## config.mk

```make
export PLATFORM = sky130hd
export DESIGN_NAME = wdt_top
export DESIGN_NICKNAME = d
export VERILOG_FILES = /design/src/hdl/wdt_count.v /design/src/hdl/wdt_top.v
export VERILOG_INCLUDE_DIRS = /design/src /design/src/include
export SDC_FILE = /design/constraint.sdc
export NUM_CORES = 1
export LEC_CHECK = 0
export ABC_AREA = 1
export ABC_CLOCK_PERIOD_IN_PS = 4150
export BUFFER_PORTS_ARGS = -buffer_cell sky130_fd_sc_hd__buf_4
export CORE_MARGIN = 10
export CORE_UTILIZATION = 50
export CTS_CLUSTER_DIAMETER = 200
export DETAILED_ROUTE_END_ITERATION = 8
export PLACE_DENSITY = 0.79
export SETUP_SLACK_MARGIN = 0.02
export SLEW_MARGIN = 20
export SYNTH_ARGS = -nofsm -noshare
export SYNTH_HDL_FRONTEND = slang
export SYNTH_SLANG_ARGS = --single-unit
```

## constraint.sdc

```tcl
create_clock -name aclk -period 4.15 [get_ports aclk]
set_clock_uncertainty 0.2 [all_clocks]
set_input_delay 0.415 -clock aclk [delete_from_list [all_inputs] [get_ports aclk]]
set_output_delay 0.415 -clock aclk [all_outputs]
set_load 0.01 [all_outputs]
```

## src/include/wdt_consts.vh

```
// Constants of the watchdog block: clock rates, register offsets,
// field positions, reset values and encodings.
// Assumes inclusion by bare name from the design files.
`ifndef WDT_CONSTS_VH
`define WDT_CONSTS_VH

// Timing
`define WDT_CLK_HZ        20000000
`define WDT_OSC_HZ        31000
`define WDT_OSC_DIV       (`WDT_CLK_HZ / `WDT_OSC_HZ)
`define WDT_PRE_LO_MAX    7'h1f
`define WDT_PRE_HI_MAX    7'h7f
`define WDT_PRE_LO_SHIFT  5'd5
`define WDT_PRE_HI_SHIFT  5'd7

// Register offsets
`define WDT_OFF_CONFIG    8'h00
`define WDT_OFF_RSTCTL    8'h04
`define WDT_OFF_STATUS    8'h08
`define WDT_OFF_CLEAR     8'h0c
`define WDT_OFF_ENABLE    8'h10
`define WDT_OFF_COUNT     8'h14

// Configuration word fields
`define WDT_CFG_PS_LSB    0
`define WDT_CFG_PSA_BIT   4
`define WDT_CFG_WIN_BIT   6
`define WDT_CFG_EN_LSB    8
`define WDT_CFG_PS_RST    4'hf
`define WDT_CFG_PSA_RST   1'b1
`define WDT_CFG_WIN_RST   1'b1
`define WDT_CFG_EN_RST    2'h0

// Reset control register fields
`define WDT_RC_IDLE_BIT   2
`define WDT_RC_SLEEP_BIT  3
`define WDT_RC_TMO_BIT    4
`define WDT_RC_SWEN_BIT   5

// Interrupt status, clear and enable layout
`define WDT_IRQ_W         3
`define WDT_IRQ_TMO       0
`define WDT_IRQ_WIN       1
`define WDT_IRQ_WAKE      2
`define WDT_ST_MODE_LSB   8

// Enable field encodings
`define WDT_EN_OFF        2'h0
`define WDT_EN_RUNIDLE    2'h1
`define WDT_EN_SOFT       2'h2
`define WDT_EN_ALWAYS     2'h3

// Bus responses
`define WDT_RESP_OKAY     2'h0
`define WDT_RESP_SLVERR   2'h2

`endif

```

## src/hdl/wdt_count.v

```verilog
// Prescaler and postscaler of the watchdog, with window detection.
// Assumes one tick pulse per oscillator period and a clear from the top.
`timescale 1ns/1ps
`default_nettype none
`include "wdt_consts.vh"

module wdt_count (
   input  wire        aclk,
   input  wire        aresetn,
   input  wire        tick,
   input  wire        clear,
   input  wire        prescale_select_bit,
   input  wire [3:0]  postscale_select_field,
   output wire        timeout,
   output wire        in_window,
   output wire [21:0] elapsed
);
   reg  [6:0]  pre_cnt;
   reg  [14:0] post_cnt;
   wire [6:0]  pre_max;
   wire [15:0] post_n;
   wire [14:0] post_max;
   wire        pre_end;
   wire        post_end;
   wire [4:0]  shift;
   wire [22:0] period;

   // Nominal 1 ms or 4 ms at 31 kHz
   assign pre_max  = prescale_select_bit ? `WDT_PRE_HI_MAX : `WDT_PRE_LO_MAX;
   assign post_n   = 16'h0001 << postscale_select_field;
   assign post_max = post_n[14:0] - 15'h0001;
   assign pre_end  = (pre_cnt == pre_max);
   assign post_end = (post_cnt == post_max);
   assign timeout  = tick & pre_end & post_end;

   always @(posedge aclk) begin
      if (!aresetn || clear) begin
         pre_cnt  <= 7'h00;
         post_cnt <= 15'h0000;
      end else if (tick) begin
         if (pre_end) begin
            pre_cnt  <= 7'h00;
            post_cnt <= post_end ? 15'h0000 : post_cnt + 15'h0001;
         end else begin
            pre_cnt <= pre_cnt + 7'h01;
         end
      end
   end

   assign elapsed = prescale_select_bit ? {post_cnt, pre_cnt}
                                        : {2'b00, post_cnt, pre_cnt[4:0]};
   assign shift   = {1'b0, postscale_select_field} +
                    (prescale_select_bit ? `WDT_PRE_HI_SHIFT : `WDT_PRE_LO_SHIFT);
   assign period  = 23'h000001 << shift;
   assign in_window = ({1'b0, elapsed} >= (period - (period >> 2)));
endmodule

`default_nettype wire

```

## src/hdl/wdt_top.v

```verilog
// Watchdog timer with an AXI4-Lite register slave.
// Assumes core strobes are one-cycle pulses on aclk; device_reset is the
// synchronous device reset, aresetn the power-on reset of everything.
//
// Behaviour
// - Count on the low-power RC tick; turn the oscillator on while enabled.
// - Prescaler divides by 32 or 128, chosen by one configuration bit.
// - At 31 kHz the prescaler alone gives 1 ms or 4 ms.
// - Postscaler adds sixteen ratios from 1:1 to 1:32768.
// - Device reset and clock-switch completion clear all watchdog counters.
// - Entering or leaving sleep or idle clears all watchdog counters.
// - Clear instruction in normal run while enabled clears all watchdog counters.
// - Always-on mode counts in sleep and idle; timeout there wakes the core.
// - Timeout flag stays set until software or a power-save instruction clears it.
// - Windowed mode accepts a clear only in the last quarter.
// - Windowed mode: an early clear resets the device like a timeout.
// - Window disable bit at zero selects windowed mode.
// - Enable field 11 keeps the watchdog on regardless of software.
// - Enable field 10 runs the watchdog only while software enables it.
// - Every device reset clears the software enable bit.
// - Enable field 01 runs in run and idle, stops in sleep.
// - Power-save instruction clears the timeout flag and sets the sleep or idle flag.
//
// Implementation choices: the AXI4-Lite slave port and the register offsets.
`timescale 1ns/1ps
`default_nettype none
`include "wdt_consts.vh"

module wdt_top #(
   parameter ADDR_W   = 8,
   parameter OSC_DIV  = `WDT_OSC_DIV
) (
   input  wire              aclk,
   input  wire              aresetn,
   input  wire [ADDR_W-1:0] awaddr,
   input  wire              awvalid,
   output reg               awready,
   input  wire [31:0]       wdata,
   input  wire [3:0]        wstrb,
   input  wire              wvalid,
   output reg               wready,
   output reg  [1:0]        bresp,
   output reg               bvalid,
   input  wire              bready,
   input  wire [ADDR_W-1:0] araddr,
   input  wire              arvalid,
   output reg               arready,
   output reg  [31:0]       rdata,
   output reg  [1:0]        rresp,
   output reg               rvalid,
   input  wire              rready,
   input  wire              device_reset,
   input  wire              clock_switch_done,
   input  wire              watchdog_clear_instruction,
   input  wire              power_save_instruction,
   input  wire              power_save_idle,
   input  wire              power_save_exit,
   output reg               low_power_rc_osc_en,
   output reg               watchdog_reset_req,
   output reg               wake_req,
   output reg               irq
);
   localparam MODE_RUN   = 2'b00;
   localparam MODE_SLEEP = 2'b01;
   localparam MODE_IDLE  = 2'b10;
   localparam integer DIV_M1   = OSC_DIV - 1;
   localparam [15:0]  DIV_LAST = DIV_M1[15:0];

   // Configuration word
   reg  [3:0]  postscale_select_field;
   reg         prescale_select_bit;
   reg         window_disable_bit;
   reg  [1:0]  watchdog_enable_field;
   // Reset control register
   reg         software_watchdog_enable;
   reg         watchdog_timeout_flag;
   reg         sleep_flag;
   reg         idle_flag;
   // Interrupt block
   reg  [2:0]  irq_status;
   reg  [2:0]  irq_enable;
   // Core power state and oscillator tick
   reg  [1:0]  mode;
   reg  [1:0]  next_mode;
   reg  [15:0] tick_cnt;
   reg         tick;
   reg         run_en;
   // Bus state
   reg              aw_got;
   reg              w_got;
   reg [ADDR_W-1:0] wr_addr;
   reg [31:0]       wr_data;
   reg [3:0]        wr_strb;
   reg              sel_cfg;
   reg              sel_rstctl;
   reg              sel_clr;
   reg              sel_ena;
   reg              wr_hit;
   reg [31:0]       rd_word;
   reg              rd_hit;

   wire        cnt_timeout;
   wire        in_window;
   wire [21:0] elapsed;
   wire        do_write;
   wire [31:0] cfg_word;
   wire [31:0] rstctl_word;
   wire [31:0] cfg_new;
   wire [31:0] rstctl_new;
   wire        clr_ins;
   wire        early_clr;
   wire        clr_ok;
   wire        reset_evt;
   wire        wake_evt;
   wire        enter_ps;
   wire        leave_ps;
   wire        cnt_clear;
   wire [2:0]  irq_events;
   wire [2:0]  next_irq_status;

   // Byte-lane merge of a write into an old register value
   function [31:0] wmerge;
      input [31:0] old;
      input [31:0] din;
      input [3:0]  strb;
      integer      i;
      begin
         wmerge = old;
         for (i = 0; i < 4; i = i + 1) begin
            if (strb[i]) begin
               wmerge[8*i +: 8] = din[8*i +: 8];
            end
         end
      end
   endfunction

   assign cfg_word = {22'h000000, watchdog_enable_field, 1'b0,
                      window_disable_bit, 1'b0, prescale_select_bit,
                      postscale_select_field};
   assign rstctl_word = {26'h0000000, software_watchdog_enable,
                         watchdog_timeout_flag, sleep_flag, idle_flag, 2'b00};
   assign cfg_new     = wmerge(cfg_word, wr_data, wr_strb);
   assign rstctl_new  = wmerge(rstctl_word, wr_data, wr_strb);

   // Enable decode
   always @* begin
      case (watchdog_enable_field)
         `WDT_EN_ALWAYS:  run_en = 1'b1;
         `WDT_EN_SOFT:    run_en = software_watchdog_enable;
         `WDT_EN_RUNIDLE: run_en = (mode != MODE_SLEEP);
         default:         run_en = 1'b0;
      endcase
   end

   always @(posedge aclk) begin
      if (!aresetn || !run_en || cnt_clear) begin
         tick_cnt <= 16'h0000;
         tick     <= 1'b0;
      end else if (tick_cnt == DIV_LAST) begin
         tick_cnt <= 16'h0000;
         tick     <= 1'b1;
      end else begin
         tick_cnt <= tick_cnt + 16'h0001;
         tick     <= 1'b0;
      end
   end

   wdt_count u_count (
      .aclk                   (aclk),
      .aresetn                (aresetn),
      .tick                   (tick),
      .clear                  (cnt_clear),
      .prescale_select_bit    (prescale_select_bit),
      .postscale_select_field (postscale_select_field),
      .timeout                (cnt_timeout),
      .in_window              (in_window),
      .elapsed                (elapsed)
   );

   // Clear instruction counts only in normal run while enabled
   assign clr_ins   = watchdog_clear_instruction & (mode == MODE_RUN) & run_en;
   assign early_clr = clr_ins & ~window_disable_bit & ~in_window;
   assign clr_ok    = clr_ins & ~early_clr;
   assign reset_evt = (cnt_timeout & (mode == MODE_RUN)) | early_clr;
   assign wake_evt  = cnt_timeout & (mode != MODE_RUN);
   assign enter_ps  = power_save_instruction & (mode == MODE_RUN);
   assign leave_ps  = (power_save_exit | wake_evt) & (mode != MODE_RUN);
   assign cnt_clear = device_reset | clock_switch_done | enter_ps | leave_ps |
                      clr_ok | reset_evt;

   // Core power state
   always @* begin
      next_mode = mode;
      case (mode)
         MODE_RUN: begin
            if (enter_ps) begin
               next_mode = power_save_idle ? MODE_IDLE : MODE_SLEEP;
            end
         end
         MODE_SLEEP,
         MODE_IDLE: begin
            if (leave_ps) begin
               next_mode = MODE_RUN;
            end
         end
         default: next_mode = MODE_RUN;
      endcase
   end

   always @(posedge aclk) begin
      if (!aresetn || device_reset) begin
         mode <= MODE_RUN;
      end else begin
         mode <= next_mode;
      end
   end

   // Address decode of the latched write
   always @* begin
      sel_cfg  = 1'b0;
      sel_rstctl = 1'b0;
      sel_clr  = 1'b0;
      sel_ena  = 1'b0;
      wr_hit   = 1'b1;
      if (wr_addr == `WDT_OFF_CONFIG) begin
         sel_cfg = 1'b1;
      end else if (wr_addr == `WDT_OFF_RSTCTL) begin
         sel_rstctl = 1'b1;
      end else if (wr_addr == `WDT_OFF_CLEAR) begin
         sel_clr = 1'b1;
      end else if (wr_addr == `WDT_OFF_ENABLE) begin
         sel_ena = 1'b1;
      end else if (wr_addr == `WDT_OFF_STATUS || wr_addr == `WDT_OFF_COUNT) begin
         wr_hit = 1'b1;
      end else begin
         wr_hit = 1'b0;
      end
   end

   assign do_write = aw_got & w_got & ~bvalid;

   // Write channels: address and data taken in either order
   always @(posedge aclk) begin
      if (!aresetn) begin
         awready <= 1'b1;
         wready  <= 1'b1;
         aw_got  <= 1'b0;
         w_got   <= 1'b0;
         wr_addr <= {ADDR_W{1'b0}};
         wr_data <= 32'h00000000;
         wr_strb <= 4'h0;
         bvalid  <= 1'b0;
         bresp   <= `WDT_RESP_OKAY;
      end else begin
         if (awvalid && awready) begin
            awready <= 1'b0;
            aw_got  <= 1'b1;
            wr_addr <= awaddr;
         end
         if (wvalid && wready) begin
            wready  <= 1'b0;
            w_got   <= 1'b1;
            wr_data <= wdata;
            wr_strb <= wstrb;
         end
         if (do_write) begin
            bvalid <= 1'b1;
            bresp  <= wr_hit ? `WDT_RESP_OKAY : `WDT_RESP_SLVERR;
         end else if (bvalid && bready) begin
            bvalid  <= 1'b0;
            aw_got  <= 1'b0;
            w_got   <= 1'b0;
            awready <= 1'b1;
            wready  <= 1'b1;
         end
      end
   end

   // Configuration word; kept across device reset like fuses
   always @(posedge aclk) begin
      if (!aresetn) begin
         postscale_select_field <= `WDT_CFG_PS_RST;
         prescale_select_bit    <= `WDT_CFG_PSA_RST;
         window_disable_bit     <= `WDT_CFG_WIN_RST;
         watchdog_enable_field  <= `WDT_CFG_EN_RST;
      end else if (do_write && sel_cfg) begin
         postscale_select_field <= cfg_new[`WDT_CFG_PS_LSB +: 4];
         prescale_select_bit    <= cfg_new[`WDT_CFG_PSA_BIT];
         window_disable_bit     <= cfg_new[`WDT_CFG_WIN_BIT];
         watchdog_enable_field  <= cfg_new[`WDT_CFG_EN_LSB +: 2];
      end
   end

   // Reset control register; flags survive device reset so software can
   // see why the device restarted
   always @(posedge aclk) begin
      if (!aresetn) begin
         software_watchdog_enable <= 1'b0;
         watchdog_timeout_flag    <= 1'b0;
         sleep_flag               <= 1'b0;
         idle_flag                <= 1'b0;
      end else begin
         if (device_reset) begin
            software_watchdog_enable <= 1'b0;
         end else if (do_write && sel_rstctl) begin
            software_watchdog_enable <= rstctl_new[`WDT_RC_SWEN_BIT];
         end
         if (reset_evt || wake_evt) begin
            watchdog_timeout_flag <= 1'b1;
         end else if (enter_ps) begin
            watchdog_timeout_flag <= 1'b0;
         end else if (do_write && sel_rstctl) begin
            watchdog_timeout_flag <= watchdog_timeout_flag &
                                     rstctl_new[`WDT_RC_TMO_BIT];
         end
         if (enter_ps && !power_save_idle) begin
            sleep_flag <= 1'b1;
         end else if (do_write && sel_rstctl) begin
            sleep_flag <= sleep_flag & rstctl_new[`WDT_RC_SLEEP_BIT];
         end
         if (enter_ps && power_save_idle) begin
            idle_flag <= 1'b1;
         end else if (do_write && sel_rstctl) begin
            idle_flag <= idle_flag & rstctl_new[`WDT_RC_IDLE_BIT];
         end
      end
   end

   // Interrupts: a new event wins over a clear in the same cycle
   assign irq_events = {wake_evt, early_clr, cnt_timeout};
   assign next_irq_status = (irq_status &
                             ~((do_write && sel_clr) ? wr_data[2:0] & {3{wr_strb[0]}}
                                                     : 3'h0)) | irq_events;

   always @(posedge aclk) begin
      if (!aresetn) begin
         irq_status <= 3'h0;
         irq_enable <= 3'h0;
         irq        <= 1'b0;
      end else begin
         irq_status <= next_irq_status;
         if (do_write && sel_ena && wr_strb[0]) begin
            irq_enable <= wr_data[2:0];
         end
         irq <= |(next_irq_status & ((do_write && sel_ena && wr_strb[0]) ?
                                     wr_data[2:0] : irq_enable));
      end
   end

   // Core-facing outputs
   always @(posedge aclk) begin
      if (!aresetn) begin
         low_power_rc_osc_en <= 1'b0;
         watchdog_reset_req  <= 1'b0;
         wake_req            <= 1'b0;
      end else begin
         low_power_rc_osc_en <= run_en;
         watchdog_reset_req  <= reset_evt;
         wake_req            <= wake_evt;
      end
   end

   // Read decode
   always @* begin
      rd_word = 32'h00000000;
      rd_hit  = 1'b1;
      if (araddr == `WDT_OFF_CONFIG) begin
         rd_word = cfg_word;
      end else if (araddr == `WDT_OFF_RSTCTL) begin
         rd_word = rstctl_word;
      end else if (araddr == `WDT_OFF_STATUS) begin
         rd_word = {22'h000000, mode, 5'h00, irq_status};
      end else if (araddr == `WDT_OFF_ENABLE) begin
         rd_word = {29'h00000000, irq_enable};
      end else if (araddr == `WDT_OFF_COUNT) begin
         rd_word = {10'h000, elapsed};
      end else if (araddr == `WDT_OFF_CLEAR) begin
         rd_word = 32'h00000000;
      end else begin
         rd_hit = 1'b0;
      end
   end

   // Read channel: one read under way, answered the cycle after the address
   always @(posedge aclk) begin
      if (!aresetn) begin
         arready <= 1'b1;
         rvalid  <= 1'b0;
         rdata   <= 32'h00000000;
         rresp   <= `WDT_RESP_OKAY;
      end else if (arvalid && arready) begin
         arready <= 1'b0;
         rvalid  <= 1'b1;
         rdata   <= rd_word;
         rresp   <= rd_hit ? `WDT_RESP_OKAY : `WDT_RESP_SLVERR;
      end else if (rvalid && rready) begin
         rvalid  <= 1'b0;
         arready <= 1'b1;
      end
   end
endmodule

`default_nettype wire

```

==> flow_metrics.py <==
metrics = {
    "critical_path": {
        "cp.arrival_ps": 4610,
        "critPathMaxStageDelay_ps": 330,
        "critPathLaunchType": "register",
        "cp_common_cell": "a21oi_2",
        "cp.required_ps": 4300,
        "worstSetupPathType": "reg2reg",
        "slowest_stage": "dfxtp_2",
        "end_kind": "register",
        "path_max_fanout": 5,
    },
    "floorplanning": {
        "die_w_microns": 143.2,
        "rows": 44,
        "coreArea_sq_um": 14700,
        "ios": 110,
        "floorplan.initialDensity": 0.5162,
        "fp.dieH_microns": 143.2,
        "die_area_sq_um": 20500,
    },
    "synth": {
        "ys_async_sr_fraction": 0,
        "synth_edf_count": 0,
        "synth-simple-area-share": 0.3328,
        "synthMuxAreaShare": 0.001319,
        "synthAdderAreaFrac": 0.07190,
        "ys_warn_count": 0,
        "ys.flop_type": "dfxtp_1",
        "synth_area_sq_um": 7587,
        "avgSynthCellArea_sq_um": 6.714,
        "yosys-top-cells-area": "dfxtp_1 (30%), nand2_1 (12%), inv_1 (7.0%)",
        "netlist.area_leader.share": 0.2982,
        "synth_top_family_by_area": "simple AND/OR/NAND/NOR gates",
        "syn-instance-count": 1130,
        "yosys.area_share.xor_xnor": 0.05887,
        "ys_seq_elements": 113,
        "synth_cell_types": 49,
        "synth_compound_area_frac": 0.1337,
        "synth_seq_area_share": 0.2982,
        "synth_top_area_cell": "dfxtp_1",
    },
    "finish": {
        "final_cell_mix": "nand2_1 (228), buf_4 (155), inv_1 (138)",
        "design_area_sq_um": 9926,
        "multi_input_area_sq_um": 4935,
        "nNetsFinal": 1403,
        "final_common_cell": "nand2_1",
        "drive_above_1_share": 0.2263,
        "seqCellArea_sq_um": 2265,
        "instances_no_fill": 1492,
        "final_util": 0.6753,
        "fillers": 1208,
        "antennaDiodeCount": 0,
        "syn_to_final_growth_pct": 30.82,
    },
    "worst_hold_path": {
        "hold_class": "in2reg",
    },
    "power": {
        "vdd_drop_max_uv": 327.3,
        "p_leak_uw": 0.004503,
        "power_uw": 3007,
        "p_per_area_nw_per_um2": 303.0,
    },
    "flow_run": {
        "drv_cap": 0,
    },
    "run_status": {
        "status": "complete, but fails checks",
        "violations": "setup timing",
    },
    "placed_design": {
        "io_buffers": 72,
        "placed_cells": 1451,
        "placed_area_sq_um": 8934,
        "gp_congestion": 0.9401,
        "dp_hpwl_microns": 17350,
    },
    "timing": {
        "timing.final.ws_setup_ps": -307.7,
        "hold_viol": 0,
        "fin_crit_sh": 1.074,
        "finalSetupViolations": 43,
        "period_needed_ps": 4458,
        "maxSlewViolCount": 0,
        "fin_hold_ws_ps": 42.50,
        "slew-limit-headroom": 0.4409,
        "rsz0062_at_grt": "yes",
        "worst_pin_slew_ps": 832.4,
        "max_freq_ghz": 0.2243,
    },
    "global_route": {
        "grt_pass1_wl_microns": 37760,
        "grt-ovfl-total": 0,
        "grt_pass1_vias": 7899,
        "antenna_found_initial": 0,
        "grt_usage": 0.2274,
        "grt_max_degree": 41,
    },
    "route": {
        "post_drt_wl_per_cell_microns": 15.89,
        "finalWirelength_microns": 23700,
        "drt_pre_antenna_iters": 8,
        "antenna_left": 0,
        "vias": 8171,
        "drcViolationCount": 0,
        "drtIter0Drc": 777,
        "vias_per_cell": 5.477,
    },
    "clocking": {
        "cts_buffers": 17,
        "h-tree-depth": 4,
        "cts_tree": "done",
        "clockRootBuffer": "clkbuf_16",
        "cts_sinks": 113,
        "cts.clk_slew.worst_paths_ps": 60,
        "insertion_delay_ps": 430,
        "cts_buffer_depth": 2,
    },
}
-- state kept, by name, indices dropped and copies added (netlist names), 2 cells and up --
register,cells
tick_cnt,16
u_count.pre_cnt,7
wr_addr,8
irq_enable,3
mode,2
watchdog_enable_field,2
irq_status,3
u_count.post_cnt,15
wr_data,9
postscale_select_field,4
rdata,22
wr_strb,2
-- logic make-up after synthesis --
group	count (synthesis)
other	2
and+or+nand+nor	551
AOI/OAI and AO/OA	183
xor gates and xnor gates	51
DFF	113
buffers and inverters	186
muxes	1
adders and majority gates	43
-- report_power, final --
part | switching (uW) | internal, uW
Combinational | 184 | 130
Sequential | 19.3 | 1110
Clock | 552 | 1010
-- routing by layer --
metal	vias to the layer above	track usage	share of wire
li1	4014	-	-
met2	361	0.3880	0.47
met5	-	0	0
met3	70	0.04345	0.078
met1	3726	0.2711	0.41
met4	0	0.1021	0.037
-- through the flow --
stage               worst slack [ps]  setup TNS [ps]
floorplan                      25.76               0
global placement              -195.6           -6959
detailed placement            -384.4          -13180
CTS                           -332.2          -12620
global route                  -552.4          -21430
finish                        -307.7          -10990
-- final cells by class --
class                      count  area share
multi-input combinational    851      0.4972
sequential                   113      0.2282
timing repair buffer         163      0.1329
inverter                     149     0.05635
clock buffer                  20     0.04399
tap                          184     0.02319
clock inverter                12     0.01828
-- worst max-delay path: cells and delay by family, from the launching register on --
family                     cells  cell delay, ps
xor gates and xnor gates       1             130
adders and majority gates      3             780
and+or+nand+nor               15            1620
DFF                            1             330
buffers and inverters          4             440
AOI/OAI and AO/OA              7             860
-- final timing paths --
check / start / to / slack (ps) / depth (start not counted)
worst min register to register: watchdog_enable_field[1]$_SDFFE_PN0P_ / watchdog_enable_field[1]$_SDFFE_PN0P_ / 260 / 2
worst max register to register: prescale_select_bit$_SDFFE_PN1P_ / u_count.pre_cnt[6]$_SDFFE_PP0P_ / -310 / 30
worst max-delay path: prescale_select_bit$_SDFFE_PN1P_ / u_count.pre_cnt[6]$_SDFFE_PP0P_ / -310 / 30
worst min-delay path: wdata[4] / wr_data[4]$_SDFFE_PN0P_ / 40 / 3
-- cells in the mapped netlist (3+ instances only) --
cell type and number:
nand4_1 19, a221oi_1 3, buf_6 3, inv_2 6
a21oi_1 71, xnor2_1 13, nand3_2 4, buf_4 14
nand2_1 234, inv_1 141, nand2_4 3, clkbuf_1 17
a31oi_1 3, o211ai_1 9, nor3_1 26, nor4_1 12
nor3_2 13, ha_1 42, o21bai_1 3, nor2_1 127
a21oi_2 5, o21ai_0 70, o21ai_1 8, nand2_2 11
nor2_2 8, dfxtp_1 113, nand3_1 84, xor2_1 38
-- repair_timing --
item | CTS | global route
buffers inserted | 4 | 1
hold endpoints to repair | 2 | 0
setup endpoints to repair | 43 | 43
hold buffers | 2 | 0
gates resized for setup | 30 | 34
pin swaps | 19 | 9
cloned | 2 | 1
Power figures use the tool's default switching activity.
